[config.mk]
export PLATFORM = sky130hd
export DESIGN_NAME = reg_frame
export DESIGN_NICKNAME = d
export VERILOG_FILES = /design/src/shared/reg_frame_pkg.sv /design/src/hdl/reg_frame.sv
export VERILOG_INCLUDE_DIRS = /design/src /design/src/shared
export SDC_FILE = /design/constraint.sdc
export NUM_CORES = 1
export LEC_CHECK = 0
export ABC_CLOCK_PERIOD_IN_PS = 5000
export BUFFER_PORTS_ARGS = -buffer_cell sky130_fd_sc_hd__buf_2
export CAP_MARGIN = 15
export CORE_UTILIZATION = 40
export DETAILED_ROUTE_END_ITERATION = 8
export PLACE_DENSITY = 0.67
export RECOVER_POWER = 50
export SYNTH_ARGS = -nofsm -noshare
export SYNTH_HDL_FRONTEND = slang
export SYNTH_SLANG_ARGS = --single-unit
[constraint.sdc]
create_clock -name i_clk -period 5 [get_ports i_clk]
set_clock_uncertainty 0.15 [all_clocks]
set_input_delay 0.25 -clock i_clk [delete_from_list [all_inputs] [get_ports i_clk]]
set_output_delay 0.25 -clock i_clk [all_outputs]
set_load 0.01 [all_outputs]
[src/shared/reg_frame_defs.svh]
// register offsets, field positions, reset values and the lock key
// assumes an 8-bit register port with a 7-bit address
`ifndef REG_FRAME_DEFS_SVH
`define REG_FRAME_DEFS_SVH

`define A_REV        7'h00
`define A_ID_LSB     7'h01
`define A_ID_MSB     7'h02
`define A_SCRATCH    7'h03
`define A_KEY_MSB    7'h04
`define A_KEY_LSB    7'h05
`define A_PULSE      7'h06
`define A_DEV_CTRL   7'h08
`define A_DEV_ALARM  7'h10
`define A_DEV_EN     7'h11
`define A_DEV_SUM    7'h12
`define A_CH_BASE    7'h20
`define A_CH_STRIDE  7'h10
`define O_CH_CTRL    4'h0
`define O_CH_STAT    4'h1
`define O_CH_ALARM   4'h2
`define O_CH_EN      4'h3
`define UNLOCK_KEY   16'ha001
`define KEY_RST      16'h0000
`define SCRATCH_RST  8'h00
`define DEV_CTRL_RST 8'h00
`define CH_CTRL_RST  8'h00
`define EN_RST       8'h00
`define P_SOFT_RST   0
`define P_FIFO_ALIGN 1
`define B_WERR       0
`define B_SUM_DEV    4

`endif

[src/shared/reg_frame_pkg.sv]
// types shared by the register framework
package reg_frame_pkg;
    typedef logic [7:0] byte_t;
    typedef logic [6:0] addr_t;
endpackage : reg_frame_pkg

[src/hdl/reg_frame.sv]
// locked register framework: generic, device and four channel blocks
// assumes single-cycle strobes, synchronous inputs, one master
`timescale 1ns/10ps
`include "reg_frame_defs.svh"
module reg_frame #(
    parameter int NCH = 4,
    parameter logic [7:0] REV_CODE = 8'h11, // arbitrary value
    parameter logic [15:0] ID_CODE = 16'h5a5a // arbitrary value
) (
    // clock and reset
    input wire logic i_clk,
    input wire logic i_nrst,
    // register port
    input wire reg_frame_pkg::addr_t i_addr,
    input wire reg_frame_pkg::byte_t i_wdata,
    input wire logic i_wr,
    input wire logic i_rd,
    output reg_frame_pkg::byte_t o_rdata,
    // device events and status
    input wire logic [7:0] i_dev_event,
    input wire logic [8*NCH-1:0] i_ch_status,
    input wire logic [8*NCH-1:0] i_ch_event,
    // controls, pulses and the summary interrupt
    output reg_frame_pkg::byte_t o_dev_ctrl,
    output logic [8*NCH-1:0] o_ch_ctrl,
    output logic o_soft_rst,
    output logic o_fifo_align,
    output logic o_irq_sum
);
    import reg_frame_pkg::*;

    typedef struct packed {
        byte_t rdata;
        byte_t scratch;
        logic [15:0] key;
        byte_t dev_ctrl;
        byte_t dev_alarm;
        byte_t dev_en;
        logic [8*NCH-1:0] ch_ctrl;
        logic [8*NCH-1:0] ch_alarm;
        logic [8*NCH-1:0] ch_en;
        logic soft_rst;
        logic fifo_align;
        logic irq;
    } state_t;

    state_t s_q, s_d;
    logic [1:0] rsync_q;
    logic rst_n;
    assign rst_n = rsync_q[1];

    logic unlocked;
    logic [NCH-1:0] ch_sum;
    logic dev_sum;
    byte_t sum_reg;

    always_comb
    begin
        unlocked = s_q.key == `UNLOCK_KEY;
        for (int c = 0; c < NCH; c++)
        begin
            ch_sum[c] = |(s_q.ch_alarm[8*c+:8] & s_q.ch_en[8*c+:8]);
        end
        dev_sum = |(s_q.dev_alarm & s_q.dev_en);
        sum_reg = 8'h00;
        sum_reg[NCH-1:0] = ch_sum;
        sum_reg[`B_SUM_DEV] = dev_sum;
    end

    always_comb
    begin
        logic prot;
        logic hit;
        logic [6:0] rel;
        logic [1:0] ci;
        logic [3:0] off;
        byte_t rd;
        s_d = s_q;
        prot = 1'b0;
        hit = 1'b0;
        rel = 7'h00;
        ci = 2'h0;
        off = 4'h0;
        rd = 8'h00;
        s_d.soft_rst = 1'b0;
        s_d.fifo_align = 1'b0;
        // latch events, set wins over clear
        s_d.dev_alarm = s_q.dev_alarm | i_dev_event;
        s_d.ch_alarm = s_q.ch_alarm | i_ch_event;
        if (i_addr >= `A_CH_BASE
            && i_addr < 7'(`A_CH_BASE + NCH * `A_CH_STRIDE))
        begin
            rel = 7'(i_addr - `A_CH_BASE);
            ci = rel[5:4];
            off = rel[3:0];
            hit = 1'b1;
        end
        // write decode
        if (i_wr)
        begin
            if (i_addr == `A_SCRATCH)
            begin
                s_d.scratch = i_wdata;
            end
            else if (i_addr == `A_KEY_MSB)
            begin
                // both key halves stay open, else a locked part never unlocks
                s_d.key[15:8] = i_wdata;
            end
            else if (i_addr == `A_KEY_LSB)
            begin
                s_d.key[7:0] = i_wdata;
            end
            else if (i_addr == `A_PULSE)
            begin
                prot = 1'b1;
                if (unlocked)
                begin
                    s_d.soft_rst = i_wdata[`P_SOFT_RST];
                    s_d.fifo_align = i_wdata[`P_FIFO_ALIGN];
                end
            end
            else if (i_addr == `A_DEV_CTRL)
            begin
                prot = 1'b1;
                if (unlocked)
                    s_d.dev_ctrl = i_wdata;
            end
            else if (i_addr == `A_DEV_ALARM)
            begin
                prot = 1'b1;
                if (unlocked)
                    s_d.dev_alarm = (s_q.dev_alarm & ~i_wdata)
                        | i_dev_event;
            end
            else if (i_addr == `A_DEV_EN)
            begin
                prot = 1'b1;
                if (unlocked)
                    s_d.dev_en = i_wdata;
            end
            else if (hit && off == `O_CH_CTRL)
            begin
                prot = 1'b1;
                if (unlocked)
                    s_d.ch_ctrl[8*ci+:8] = i_wdata;
            end
            else if (hit && off == `O_CH_ALARM)
            begin
                prot = 1'b1;
                if (unlocked)
                    s_d.ch_alarm[8*ci+:8] = (s_q.ch_alarm[8*ci+:8]
                        & ~i_wdata) | i_ch_event[8*ci+:8];
            end
            else if (hit && off == `O_CH_EN)
            begin
                prot = 1'b1;
                if (unlocked)
                    s_d.ch_en[8*ci+:8] = i_wdata;
            end
            else
            begin
                prot = 1'b1; // status and unmapped drop write data, but a locked write still sets the error flag
            end
            if (prot && !unlocked)
                s_d.dev_alarm[`B_WERR] = 1'b1;
        end
        // read decode, data stands the cycle after the strobe
        if (i_addr == `A_REV)
            rd = REV_CODE;
        else if (i_addr == `A_ID_LSB)
            rd = ID_CODE[7:0];
        else if (i_addr == `A_ID_MSB)
            rd = ID_CODE[15:8];
        else if (i_addr == `A_SCRATCH)
            rd = s_q.scratch;
        else if (i_addr == `A_KEY_MSB)
            rd = s_q.key[15:8];
        else if (i_addr == `A_KEY_LSB)
            rd = s_q.key[7:0];
        else if (i_addr == `A_PULSE)
            rd = 8'h00;
        else if (i_addr == `A_DEV_CTRL)
            rd = s_q.dev_ctrl;
        else if (i_addr == `A_DEV_ALARM)
            rd = s_q.dev_alarm;
        else if (i_addr == `A_DEV_EN)
            rd = s_q.dev_en;
        else if (i_addr == `A_DEV_SUM)
            rd = sum_reg;
        else if (hit && off == `O_CH_CTRL)
            rd = s_q.ch_ctrl[8*ci+:8];
        else if (hit && off == `O_CH_STAT)
            rd = i_ch_status[8*ci+:8];
        else if (hit && off == `O_CH_ALARM)
            rd = s_q.ch_alarm[8*ci+:8];
        else if (hit && off == `O_CH_EN)
            rd = s_q.ch_en[8*ci+:8];
        s_d.rdata = i_rd ? rd : 8'h00;
        s_d.irq = dev_sum | (|ch_sum);
        // soft reset restores control defaults, alarms and key
        if (s_q.soft_rst)
        begin
            s_d.dev_ctrl = `DEV_CTRL_RST;
            s_d.ch_ctrl = {NCH{`CH_CTRL_RST}};
            s_d.dev_en = `EN_RST;
            s_d.ch_en = {NCH{`EN_RST}};
            s_d.key = `KEY_RST;
            s_d.dev_alarm = i_dev_event;
            s_d.ch_alarm = i_ch_event;
            s_d.scratch = `SCRATCH_RST;
        end
    end

    always_ff @(posedge i_clk or negedge i_nrst)
    begin
        if (!i_nrst)
            rsync_q <= 2'b00;
        else
            rsync_q <= {rsync_q[0], 1'b1};
    end

    always_ff @(posedge i_clk or negedge rst_n)
    begin
        if (!rst_n)
        begin
            s_q.rdata <= 8'h00;
            s_q.scratch <= `SCRATCH_RST;
            s_q.key <= `KEY_RST;
            s_q.dev_ctrl <= `DEV_CTRL_RST;
            s_q.dev_alarm <= 8'h00;
            s_q.dev_en <= `EN_RST;
            s_q.ch_ctrl <= {NCH{`CH_CTRL_RST}};
            s_q.ch_alarm <= '0;
            s_q.ch_en <= {NCH{`EN_RST}};
            s_q.soft_rst <= 1'b0;
            s_q.fifo_align <= 1'b0;
            s_q.irq <= 1'b0;
        end
        else
        begin
            s_q.rdata <= s_d.rdata;
            s_q.scratch <= s_d.scratch;
            s_q.key <= s_d.key;
            s_q.dev_ctrl <= s_d.dev_ctrl;
            s_q.dev_alarm <= s_d.dev_alarm;
            s_q.dev_en <= s_d.dev_en;
            s_q.ch_ctrl <= s_d.ch_ctrl;
            s_q.ch_alarm <= s_d.ch_alarm;
            s_q.ch_en <= s_d.ch_en;
            s_q.soft_rst <= s_d.soft_rst;
            s_q.fifo_align <= s_d.fifo_align;
            s_q.irq <= s_d.irq;
        end
    end

    assign o_rdata = s_q.rdata;
    assign o_dev_ctrl = s_q.dev_ctrl;
    assign o_ch_ctrl = s_q.ch_ctrl;
    assign o_soft_rst = s_q.soft_rst;
    assign o_fifo_align = s_q.fifo_align;
    assign o_irq_sum = s_q.irq;

    a_pulse_single: assert property (@(posedge i_clk) disable iff (!rst_n)
        s_q.soft_rst && !(i_wr && i_addr == `A_PULSE)
        |=> !s_q.soft_rst)
        else $error("soft reset pulse longer than one cycle");
    a_pulse_read: assert property (@(posedge i_clk) disable iff (!rst_n)
        i_rd && i_addr == `A_PULSE |=> o_rdata == 8'h00)
        else $error("pulse register read nonzero");
    a_locked_ctrl: assert property (@(posedge i_clk) disable iff (!rst_n)
        i_wr && !unlocked && !s_q.soft_rst |=> $stable(o_dev_ctrl)
        && $stable(o_ch_ctrl))
        else $error("control changed while locked");
    a_denied_flag: assert property (@(posedge i_clk) disable iff (!rst_n)
        i_wr && !unlocked && i_addr == `A_DEV_CTRL && !s_q.soft_rst
        |=> s_q.dev_alarm[`B_WERR])
        else $error("denied write did not set error flag");
    a_scratch_open: assert property (@(posedge i_clk) disable iff (!rst_n)
        i_wr && i_addr == `A_SCRATCH && !s_q.soft_rst
        |=> s_q.scratch == $past(i_wdata))
        else $error("scratch pad write lost");
    a_alarm_hold: assert property (@(posedge i_clk) disable iff (!rst_n)
        i_dev_event[1] && !s_q.soft_rst |=> s_q.dev_alarm[1])
        else $error("device alarm not latched");
    a_irq_or: assert property (@(posedge i_clk) disable iff (!rst_n)
        (dev_sum || ch_sum != '0) |=> o_irq_sum)
        else $error("summary not raised");
    a_mask_block: assert property (@(posedge i_clk) disable iff (!rst_n)
        (s_q.dev_en == 8'h00 && s_q.ch_en == '0) |=> !o_irq_sum)
        else $error("masked event propagated");
    a_ctrl_default: assert property (@(posedge i_clk) disable iff (!rst_n)
        s_q.soft_rst |=> o_dev_ctrl == `DEV_CTRL_RST
        && s_q.key == `KEY_RST)
        else $error("soft reset did not restore defaults");

    a_pulse_fifo: assert property (@(posedge i_clk) disable iff (!rst_n)
        s_q.fifo_align && !(i_wr && i_addr == `A_PULSE)
        |=> !s_q.fifo_align)
        else $error("fifo align pulse longer than one cycle");

    a_pulse_fire: assert property (@(posedge i_clk) disable iff (!rst_n)
        i_wr && unlocked && i_addr == `A_PULSE && i_wdata[`P_SOFT_RST]
        |=> o_soft_rst)
        else $error("soft reset pulse missing");

    a_ctrl_hold: assert property (@(posedge i_clk) disable iff (!rst_n)
        !i_wr && !s_q.soft_rst |=> $stable(o_dev_ctrl)
        && $stable(o_ch_ctrl))
        else $error("control changed without a write");

    a_gap_zero: assert property (@(posedge i_clk) disable iff (!rst_n)
        i_rd && i_addr == 7'h07 |=> o_rdata == 8'h00)
        else $error("unmapped address read nonzero");

    a_rev_fixed: assert property (@(posedge i_clk) disable iff (!rst_n)
        i_rd && i_addr == `A_REV |=> o_rdata == REV_CODE)
        else $error("revision read wrong");

    a_id_fixed: assert property (@(posedge i_clk) disable iff (!rst_n)
        i_rd && i_addr == `A_ID_MSB |=> o_rdata == ID_CODE[15:8])
        else $error("identity read wrong");

    a_key_low: assert property (@(posedge i_clk) disable iff (!rst_n)
        i_wr && i_addr == `A_KEY_LSB && !s_q.soft_rst
        |=> s_q.key[7:0] == $past(i_wdata))
        else $error("key low byte write lost");

    a_key_high: assert property (@(posedge i_clk) disable iff (!rst_n)
        i_wr && i_addr == `A_KEY_MSB && !s_q.soft_rst
        |=> s_q.key[15:8] == $past(i_wdata))
        else $error("key high byte write lost");

    a_alarm_clear: assert property (@(posedge i_clk) disable iff (!rst_n)
        i_wr && unlocked && i_addr == `A_DEV_ALARM && i_wdata[1]
        && !i_dev_event[1] && !s_q.soft_rst
        |=> !s_q.dev_alarm[1])
        else $error("alarm not cleared by written one");

    a_alarm_keep: assert property (@(posedge i_clk) disable iff (!rst_n)
        i_wr && i_addr == `A_DEV_ALARM && !i_wdata[1] && s_q.dev_alarm[1]
        && !s_q.soft_rst |=> s_q.dev_alarm[1])
        else $error("alarm cleared by written zero");

    a_sum_reg: assert property (@(posedge i_clk) disable iff (!rst_n)
        i_rd && i_addr == `A_DEV_SUM |=> o_rdata == $past(sum_reg))
        else $error("summary read wrong");

    a_sum_unused: assert property (@(posedge i_clk) disable iff (!rst_n)
        i_rd && i_addr == `A_DEV_SUM |=> o_rdata[7:5] == 3'h0)
        else $error("unused summary bits nonzero");

    a_irq_low: assert property (@(posedge i_clk) disable iff (!rst_n)
        !dev_sum && ch_sum == '0 |=> !o_irq_sum)
        else $error("summary raised with no source");

    a_soft_en: assert property (@(posedge i_clk) disable iff (!rst_n)
        s_q.soft_rst |=> s_q.dev_en == `EN_RST
        && s_q.ch_ctrl == {NCH{`CH_CTRL_RST}})
        else $error("soft reset left enables or controls");

    a_werr_pulse: assert property (@(posedge i_clk) disable iff (!rst_n)
        i_wr && !unlocked && i_addr == `A_PULSE && !s_q.soft_rst
        |=> s_q.dev_alarm[`B_WERR])
        else $error("denied pulse write not flagged");

    a_scratch_quiet: assert property (@(posedge i_clk) disable iff (!rst_n)
        i_wr && !unlocked && i_addr == `A_SCRATCH && !s_q.soft_rst
        && !s_q.dev_alarm[`B_WERR] && !i_dev_event[`B_WERR]
        |=> !s_q.dev_alarm[`B_WERR])
        else $error("scratch write flagged as denied");

    a_en_locked: assert property (@(posedge i_clk) disable iff (!rst_n)
        i_wr && !unlocked && !s_q.soft_rst
        |=> $stable(s_q.ch_en) && $stable(s_q.dev_en))
        else $error("enable changed while locked");
endmodule : reg_frame

==> impl_metrics.yaml, run 1 <==
outcome:
  status: "finished, violations left"
  violations: "max-capacitance violations, max-slew violations"
power_and_ir_drop:
  power.density_nw_per_um2: 268.0
  vdd_drop_max_mv: 0.2232
  p_leak_nw: 4.788
  power_mw: 3.082
setup_path:
  cp_slowest_cell: "o31ai_2"
  max_stage_delay_ps: 1050
  reg2reg_depth: 0
  crit_family: "simple AND/OR/NAND/NOR gates"
  worstPathRequired_ps: 5200
  crit_type: "in2reg"
  start_kind: "input pin"
  crit_chain: "buf_2, nor4_4, nand2_1, nand4_1, o31ai_2, nand3_1, o31ai_1"
  cp.depth: 7
  cp_max_fo: 42
  end_kind: "register"
  arrival_ps: 3490
  cp_num_buf_inv: 1
synthesis:
  yosys.area.top_type: "dfrtp_1"
  synth_area_sq_um: 10000
  synth_compound_area_frac: 0.2671
  syn_inst: 1117
  synth_xor_area_frac: 0.004254
  avgSynthCellArea_sq_um: 8.952
  synth_common_cells: "dfrtp_1, nand2_1, a21oi_1"
  yosysMostFrequentCell: "dfrtp_1"
  synthesis.nets: 1210
  ys_async_sr_fraction: 1.000
  synthSimpleGateAreaFrac: 0.1801
  synth.area.mux_share: 0.07845
  yosys-top-cells-area: "dfrtp_1, mux2i_1, nand2_1, a21oi_1, buf_4"
  synth_seq_area_share: 0.3929
  synth_top_family_by_area: "compound AO/OA/AOI/OAI gates"
  netlist.area_leader.share: 0.3929
  synthFlopType: "dfrtp_1"
  ys_types: 78
  synthAdderAreaFrac: 0.002503
  yosysWarnings: 0
  synth-edff-count: 0
  ys_ff_latch: 157
place:
  place_inst: 1477
  portBuffers: 141
  gp_congestion: 0.9604
  dp.final_hpwl_um: 27890
route:
  viasPerCell: 6.488
  wire_per_inst_um: 25.10
  drt_iter0_drc: 1523
  drc: 0
  drtAntennaViolNets: 0
  dr.pass1.iters: 5
  wl_um: 38880
  via_count: 10050
hold_path:
  hp-class: "in2reg"
  hold_depth: 4
cells_and_area:
  area_delta_synth_final_pct: 15.03
  final_nets: 1305
  multiInputGateArea_sq_um: 5328
  regArea_sq_um: 3929
  n_antenna_cell: 0
  finalNonFillerCells: 1549
  layout-drive-gt1-share: 0.1584
  fill_cells: 2441
clocking:
  post_cts_buffers: 0
  cts_resized: 0
  clk_latency_ps: 460
  htreeDepth: 4
  tritoncts: "done"
  clk_pin_slew_ps: 80
  clockRootBuffer: "clkbuf_16"
  cts_buffers: 17
  clkSinkCount: 157
  clk_path_buf_depth: 2
sta:
  finalSetupViolations: 0
  rsz0062_at_grt: "no"
  setup_tns_ps: 0
  fmax_ghz: 0.3037
  finalCritPeriodShare: 0.6586
  final_hold_viol_count: 0
  slew_headroom: -0.9159
  drv_slew: 68
  worst_pin_slew_ps: 2874
  finalCriticalPeriod_ps: 3293
floorplan:
  dieArea_sq_um: 25640
  core_area_sq_um: 24390
  die_y_um: 160.1
  io_pins: 142
  initial_core_util: 0.4100
  dieWidth_um: 160.1
  rows: 57
global_route:
  grt_pass1_vias: 9361
  grt_max_degree: 89
  grt_overflow: 0
  antenna_found_initial: 0
  grt_usage: 0.3016
  grt_pass1_wl_um: 58330
job:
  cap_violations: 1
## registers in the layout, indices dropped and copies added, names as in the netlist
register,cells
o_fifo_align,1
s_q,104
rsync_q,2
o_soft_rst,1
o_ch_ctrl,32
o_irq_sum,1
o_rdata,8
o_dev_ctrl,8
## power by group
group / switching (mW) / internal, mW
Clock: 0.654 / 0.721
Sequential: 0.0243 / 1.29
Combinational: 0.264 / 0.133
## cells by family (layout without fill, tap and decap cells)
logic type               count (synthesis)  count (layout)
other                                    1               1
adder cells (fa/ha/maj)                  2               2
flip-flops                             157             157
AND/OR/NAND/NOR                        363             363
buffers and inverters                  136             244
AO/OA/AOI/OAI                          379             379
XOR/XNOR                                 4               4
multiplexers                            75              75
## final timing paths
kind | endpoint | startpoint | slack [ps]
max | s_q[12] | i_addr[5] | 1710
min | s_q[36] | i_ch_event[1] | 50
max reg2reg | s_q[102] | rsync_q[1] | 1970
min reg2reg | rsync_q[1] | rsync_q[0] | 210
max in group asynchronous | s_q[102] | rsync_q[1] | 1970
min in group asynchronous | rsync_q[1] | i_nrst | 490
## layout make-up
cell class | count | share of cell area
multi-input cells | 824 | 0.4632
well taps | 324 | 0.03524
flip-flops and latches | 157 | 0.3416
repair buffers | 196 | 0.1016
clock buffers | 17 | 0.03698
inverters | 16 | 0.005221
clock inverters | 15 | 0.01621
## layout by cell type, fill, tap and decap left out, types with 21 or more instances in the layout
cell	Yosys	routed
clkbuf_1	39	50
nor2_1	77	77
o21ai_0	55	55
a22oi_1	21	21
dfrtp_1	157	157
nor2b_1	21	21
buf_2	24	90
nand3_1	49	49
nand2_1	125	125
mux2i_1	57	57
dlygate4sd3_1	0	39
a21oi_1	82	82
o22ai_1	24	24
a22o_1	41	41
## what timing repair did
| action | CTS | global route |
|---|---|---|
| setup endpoints to repair | 0 | 0 |
| endpoints found under the hold margin | 39 | 0 |
| hold buffers | 39 | 0 |
## stage by stage
| step | util | worst slack, ps | instance area [sq um] | hold WS (ps) |
|---|---|---|---|---|
| 5_1_grt | 0.4716 | 1495 | 11500 | 67.45 |
| 4_1_cts | 0.4740 | 1837 | 11560 | 37.81 |
| 3_3_place_gp | 0.4329 | 1498 | 10560 | -113.1 |
| 6_report | 0.4716 | 1707 | 11500 | 51.11 |
| 2_1_floorplan | - | 151.5 | 10000 | -195.6 |
| 3_5_place_dp | 0.4329 | 1368 | 10560 | -113.4 |
## per-layer routing
layer  track usage  share of wire
met5             0              0
met3       0.05610           0.11
met4        0.1429          0.047
met2        0.4279           0.42
met1        0.4391           0.43
Note: power is estimated with default switching activity, not from simulation.
==> run 2: changes to the inputs <==
--- a/config.mk
+++ b/config.mk
@@ -6,7 +6,7 @@
 export SDC_FILE = /design/constraint.sdc
 export NUM_CORES = 1
 export LEC_CHECK = 0
-export ABC_CLOCK_PERIOD_IN_PS = 5000
+export ABC_CLOCK_PERIOD_IN_PS = 2640
 export BUFFER_PORTS_ARGS = -buffer_cell sky130_fd_sc_hd__buf_2
 export CAP_MARGIN = 15
 export CORE_UTILIZATION = 40
==> constraint.sdc (replaced) <==
create_clock -name i_clk -period 2.64 [get_ports i_clk]
set_clock_uncertainty 0.15 [all_clocks]
set_input_delay 0.132 -clock i_clk [delete_from_list [all_inputs] [get_ports i_clk]]
set_output_delay 0.132 -clock i_clk [all_outputs]
set_load 0.01 [all_outputs]
==> run 2 against run 1 <==
Compared with the run above:
- the run now ends clean
- sequential power rose by 89%
- combinational power rose by 130%
- sequential cell count did not move
- non-clock buffer count rose by 109
- first-iteration DRC count fell by 9.3%
- clock-buffer cell count rose by 1
- final cell count rose by 7.0%
==> impl_metrics.yaml, run 2 (synthesized netlist as in run 1, its figures left out) <==
sta:
  final_hold_viol_count: 0
  finalSetupViolations: 0
  worst_slack_ps: 82.87
  fmax_ghz: 0.3911
  worst_pin_slew_ps: 1393
  finalCritPeriodShare: 0.9686
  setup_tns_ps: 0
  rsz0062_at_grt: "no"
  drv_slew: 0
  whs_ps: 16.06
  finalCriticalPeriod_ps: 2557
  slew_headroom: 0.07119
power_and_ir_drop:
  cell_internal_pwr_mw: 4.071
  clkPwrFrac: 0.426
  power_mw: 5.866
  p_sw_frac: 0.3059
  vdd_drop_max_mv: 0.2931
  power.density_nw_per_um2: 472.6
  p_sw_mw: 1.794
  comb_power_share: 0.153
  seq_power_share: 0.421
  p_leak_nw: 5.440
hold_path:
  hp-class: "in2reg"
setup_path:
  crit_family: "compound AO/OA/AOI/OAI gates"
  reg2reg_depth: 6
  start_kind: "register"
  cp_max_fo: 3
  crit_chain: "mux2_2, a211o_1, a32oi_1, nor2_1, o41ai_2, a21oi_1"
  end_kind: "register"
  r2r_end: "o_rdata[2]"
  critPathLaunch: "s_q[61]"
  crit_type: "reg2reg"
  worstPathRequired_ps: 2780
  max_stage_delay_ps: 590
  cp.depth: 6
  reg2reg_from: "s_q[61]"
  arrival_ps: 2700
  cp_slowest_cell: "o41ai_2"
  rrSetupSlack_ps: 80
  worstSetupEndpoint: "o_rdata[2]"
  cp_num_buf_inv: 0
place:
  gp_congestion: 1.049
  portBuffers: 141
  dp.final_hpwl_um: 30590
  dp_slack_ps: -392.4
  place_inst: 1576
  place_area_sq_um: 11380
floorplan:
  initial_core_util: 0.4100
  core_area_sq_um: 24390
  dieWidth_um: 160.1
  rows: 57
  dieArea_sq_um: 25640
  io_pins: 142
  die_y_um: 160.1
job:
  cap_violations: 0
clocking:
  clkSinkCount: 157
  htreeDepth: 4
  clockRootBuffer: "clkbuf_16"
  post_cts_buffers: 0
  cts_buffers: 17
  tritoncts: "done"
  clk_path_buf_depth: 2
  clk_pin_slew_ps: 80
  clk_latency_ps: 440
cells_and_area:
  n_antenna_cell: 0
  fill_cells: 2329
  layout-drive-gt1-share: 0.2399
  fin_util: 0.5088
  fin_area_sq_um: 12410
  final_nets: 1414
  finalNonFillerCells: 1658
  largest-register: "s_q"
  layout_commonest_cell: "dfrtp_1"
  largest_reg_flops: 104
  area_delta_synth_final_pct: 24.11
  layout_common_cells: "dfrtp_1, nand2_1, buf_2, buf_4, a21oi_1"
global_route:
  grt_pass1_vias: 9933
  grt_max_degree: 58
  antenna_found_initial: 0
  grt_pass1_wl_um: 61840
  grt_overflow: 0
  grt_usage: 0.3227
route:
  wl_um: 41110
  wire_per_inst_um: 24.79
  via_count: 10420
  drc: 0
  drtAntennaViolNets: 0
  drt_iter0_drc: 1382
  dr.pass1.iters: 6
  viasPerCell: 6.285
outcome:
  status: "completed"
run 2: changes by cell type in the layout (fill, tap and decap cells not counted), sizes merged:
cell / before / now
bufinv: 1 / 0
inv: 24 / 23
clkinv: 5 / 6
clkbuf: 67 / 44
buf: 107 / 229
dlygate4sd3: 39 / 50
run 2: worst min-delay path by stage:
stage / start / to / slack (ps) / cells past startpoint
2_1_floorplan: i_nrst / rsync_q[0] / -310 / 0
3_3_place_gp: i_nrst / rsync_q[0] / -230 / 1
3_5_place_dp: i_nrst / rsync_q[0] / -230 / 1
4_1_cts: i_wdata[1] / o_dev_ctrl[1] / 2 / 3
5_1_grt: i_wdata[1] / s_q[100] / 30 / 3
6_report: i_wdata[1] / o_dev_ctrl[1] / 20 / 3
run 2: worst min-delay path: stages:
cell and delay (ps):
buf_2 250, nand2_1 110, o21ai_0 60
run 2: power groups by stage:
| stage | Sequential (mW) | Combinational, mW | Clock [mW] |
|---|---|---|---|
| after floorplan | 2.53 | 0.393 | 0 |
| after global placement | 2.51 | 0.818 | 0 |
| after detailed placement | 2.52 | 0.817 | 0 |
| after CTS | 2.47 | 0.878 | 2.53 |
| after global routing | 2.47 | 0.948 | 2.62 |
| final | 2.47 | 0.898 | 2.50 |
run 2: what timing repair did:
| item | in CTS | in global routing |
|---|---|---|
| setup endpoints to repair | 1 | 24 |
| gates resized for setup | 1 | 1 |
| gates cloned | 0 | 0 |
| endpoints found under the hold margin | 59 | 0 |
| hold buffers | 50 | 0 |
| pin swaps | 0 | 1 |
run 2: final cells by class:
cell class                      count  area [sq um]  area share
Clock buffer                       18         439.2     0.03539
Clock inverter                     14         147.6     0.01190
Inverter                           16         60.06    0.004839
Multi-Input combinational cell    824          5340      0.4303
Sequential cell                   157          3929      0.3166
Tap cell                          324         405.4     0.03266
Timing Repair Buffer              305          2090      0.1684
run 2: layer usage:
metal | up-vias | part of all wire | wire, um | global-route usage
met5 | - | 0 | 0 | 0
met4 | 0 | 0.036 | 1489 | 0.1255
met3 | 90 | 0.11 | 4361 | 0.06104
met2 | 680 | 0.44 | 17910 | 0.4846
met1 | 5080 | 0.42 | 17350 | 0.4574
li1 | 4570 | - | - | -
==> run 3: changes to the inputs <==
--- a/config.mk
+++ b/config.mk
@@ -6,7 +6,8 @@
 export SDC_FILE = /design/constraint.sdc
 export NUM_CORES = 1
 export LEC_CHECK = 0
-export ABC_CLOCK_PERIOD_IN_PS = 2640
+export ABC_AREA = 1
+export ABC_CLOCK_PERIOD_IN_PS = 2150
 export BUFFER_PORTS_ARGS = -buffer_cell sky130_fd_sc_hd__buf_2
 export CAP_MARGIN = 15
 export CORE_UTILIZATION = 40
==> constraint.sdc (replaced) <==
create_clock -name i_clk -period 2.15 [get_ports i_clk]
set_clock_uncertainty 0.15 [all_clocks]
set_input_delay 0.1075 -clock i_clk [delete_from_list [all_inputs] [get_ports i_clk]]
set_output_delay 0.1075 -clock i_clk [all_outputs]
set_load 0.01 [all_outputs]
==> run 3 against run 2 <==
Compared with the run above:
- the flow now finishes with violations (negative setup slack)
- synthesized cell count increased by 32%
- sequential power increased by 23%
- non-clock buffer count increased by 49
- design area increased by 11%
- routed wire length increased by 5.7%
==> impl_metrics.yaml, run 3 <==
floorplan:
  dieWidth_um: 162.8
  core_area_sq_um: 25250
  io_pins: 142
  die_y_um: 162.8
  rows: 58
  dieArea_sq_um: 26510
  initial_core_util: 0.4097
global_route:
  grt_max_degree: 63
  grt_usage: 0.3293
  antenna_found_initial: 1
  grt_pass1_wl_um: 64880
  grt_pass1_vias: 11162
  grt_overflow: 0
cells_and_area:
  fin_util: 0.5453
  final_nets: 1835
  largest_reg_flops: 104
  layout_common_cells: "nand2_1, dfrtp_1, inv_1, buf_2, nor2_1"
  n_antenna_cell: 0
  largest-register: "s_q"
  area_delta_synth_final_pct: 33.10
  fin_area_sq_um: 13770
  layout_commonest_cell: "nand2_1"
  layout-drive-gt1-share: 0.2701
sta:
  final_hold_viol_count: 0
  finalCriticalPeriod_ps: 2163
  finalCritPeriodShare: 1.006
  slew_headroom: 0.002710
  rsz0062_at_grt: "yes"
  finalSetupViolations: 6
  drv_slew: 0
  whs_ps: 27.40
  worst_slack_ps: -12.87
  fmax_ghz: 0.4623
  worst_pin_slew_ps: 1496
synthesis:
  ys_ff_latch: 157
  synth_seq_area_share: 0.3797
  syn_inst: 1480
  synth_common_cells: "nand2_1, nand3_1, dfrtp_1"
  synth-edff-count: 0
  synth_area_sq_um: 10350
  ys_types: 49
  yosys.area.top_type: "dfrtp_1"
  synthFlopType: "dfrtp_1"
  avgSynthCellArea_sq_um: 6.991
  yosysWarnings: 0
  ys_async_sr_fraction: 1.000
  synthesis.nets: 1573
  yosysMostFrequentCell: "nand2_1"
  netlist.area_leader.share: 0.3797
  yosys-top-cells-area: "dfrtp_1, nand2_1, nand3_1, nor2_1, inv_1"
route:
  wl_um: 43450
  drc: 0
  dr.pass1.iters: 7
  wire_per_inst_um: 20.84
  drt_iter0_drc: 1646
  viasPerCell: 5.662
  drtAntennaViolNets: 0
  via_count: 11806
clocking:
  clk_path_buf_depth: 2
  clkSinkCount: 157
  tritoncts: "done"
  clockRootBuffer: "clkbuf_16"
  htreeDepth: 4
  cts_buffers: 17
  clk_pin_slew_ps: 70
  clk_latency_ps: 450
power_and_ir_drop:
  power.density_nw_per_um2: 539.2
  vdd_drop_max_mv: 0.3516
  p_leak_nw: 6.466
  power_mw: 7.425
job:
  cap_violations: 0
outcome:
  violations: "negative setup slack"
  status: "finished, violations left"
setup_path:
  crit_type: "reg2reg"
  start_kind: "register"
  worstPathRequired_ps: 2370
  arrival_ps: 2380
  cp_max_fo: 4
  end_kind: "register"
place:
  gp_congestion: 0.9983
  place_area_sq_um: 12020
  dp.final_hpwl_um: 32620
  portBuffers: 141
hold_path:
  hp-class: "in2reg"
==> run 3: cell count changes in the layout (fill, tap and decap cells not counted), moves of 25 or more <==
| cell | delta |
|---|---|
| a22o_1 | -32 |
| buf_2 | +25 |
| inv_1 | +131 |
| mux2i_1 | -57 |
| nand2_1 | +174 |
| nand3_1 | +82 |
| nand3_2 | +31 |
| nor2_1 | +63 |
| o21ai_0 | +43 |
| o21ai_1 | +77 |
==> run 3: layout make-up <==
type | instances | area [sq um]
tap | 330 | 412.9
clock inverter | 14 | 148.9
sequential | 157 | 3933
timing repair inverter | 1 | 7.507
fill | 2423 | 11480
clock buffer | 18 | 429.2
inverter | 171 | 668.1
timing repair buffer | 354 | 2648
multi-input combinational | 1040 | 5524
==> run 3: logic make-up (layout without fill, tap and decap cells) <==
family          count (synthesis)  in the layout  synth area share
flops                         157            157            0.3797
fa+ha+maj                       2              2          0.002418
buf+inv                       285            558            0.1313
other cells                     1              1         0.0003625
simple gates                  695            695            0.2968
compound gates                340            342            0.1894
==> run 3: what timing repair did <==
| action | in CTS | in global routing |
|---|---|---|
| pin swaps | 7 | 35 |
| hold endpoints to repair | 59 | 0 |
| resized for setup | 22 | 114 |
| buffers inserted | 6 | 6 |
| endpoints found under the setup margin | 43 | 99 |
| hold buffers | 55 | 0 |
| cloned | 3 | 3 |
==> run 3: path summary, 6_finish.rpt <==
| check | slack, ps | to | depth (start not counted) | from |
|---|---|---|---|---|
| max | -10 | s_q[43] | 13 | s_q[130] |
| min | 30 | s_q[63] | 4 | i_wr |
| max reg2reg | -10 | s_q[43] | 13 | s_q[130] |
| min reg2reg | 200 | rsync_q[1] | 0 | rsync_q[0] |
| max in group asynchronous | 280 | o_ch_ctrl[5] | 1 | rsync_q[1] |
| min in group asynchronous | 350 | rsync_q[1] | 3 | i_nrst |
==> run 3: routing by layer <==
metal  GRT usage  up-vias  part of all wire
met3     0.05297      135             0.096
met2      0.5091      698              0.44
li1            -     5398                 -
met5           0        -           0.00018
met1      0.4532     5573              0.42
met4      0.1427        2             0.046
==> run 3: stage by stage <==
step / setup WS, ps / setup TNS [ps] / std cells
6_report: -12.87 / -41.08 / 2085
5_1_grt: -124.1 / -4631 / 2085
4_1_cts: -19.15 / -36.23 / 2076
3_5_place_dp: -177.0 / -4193 / 1980
3_3_place_gp: -179.9 / -3639 / 1980
2_1_floorplan: 15.87 / 0 / 1480
==> run 3: worst max-delay path, stage by stage (launching register included) <==
cell and delay, ps:
dfrtp_1 390, inv_2 60, nand4_1 140, nor2_2 180, nand2_2 100, buf_6 130, buf_6 120, nor3_4 200
inv_2 80, nor2_4 180, nand2_1 100, nand2_1 70, o211ai_1 80, o21ai_1 100
==> run 3: where the power goes <==
group	internal, mW	switching (mW)	total, mW
clock	1.64	1.48	3.12
sequential	3.01	0.0349	3.05
combinational	0.459	0.796	1.25
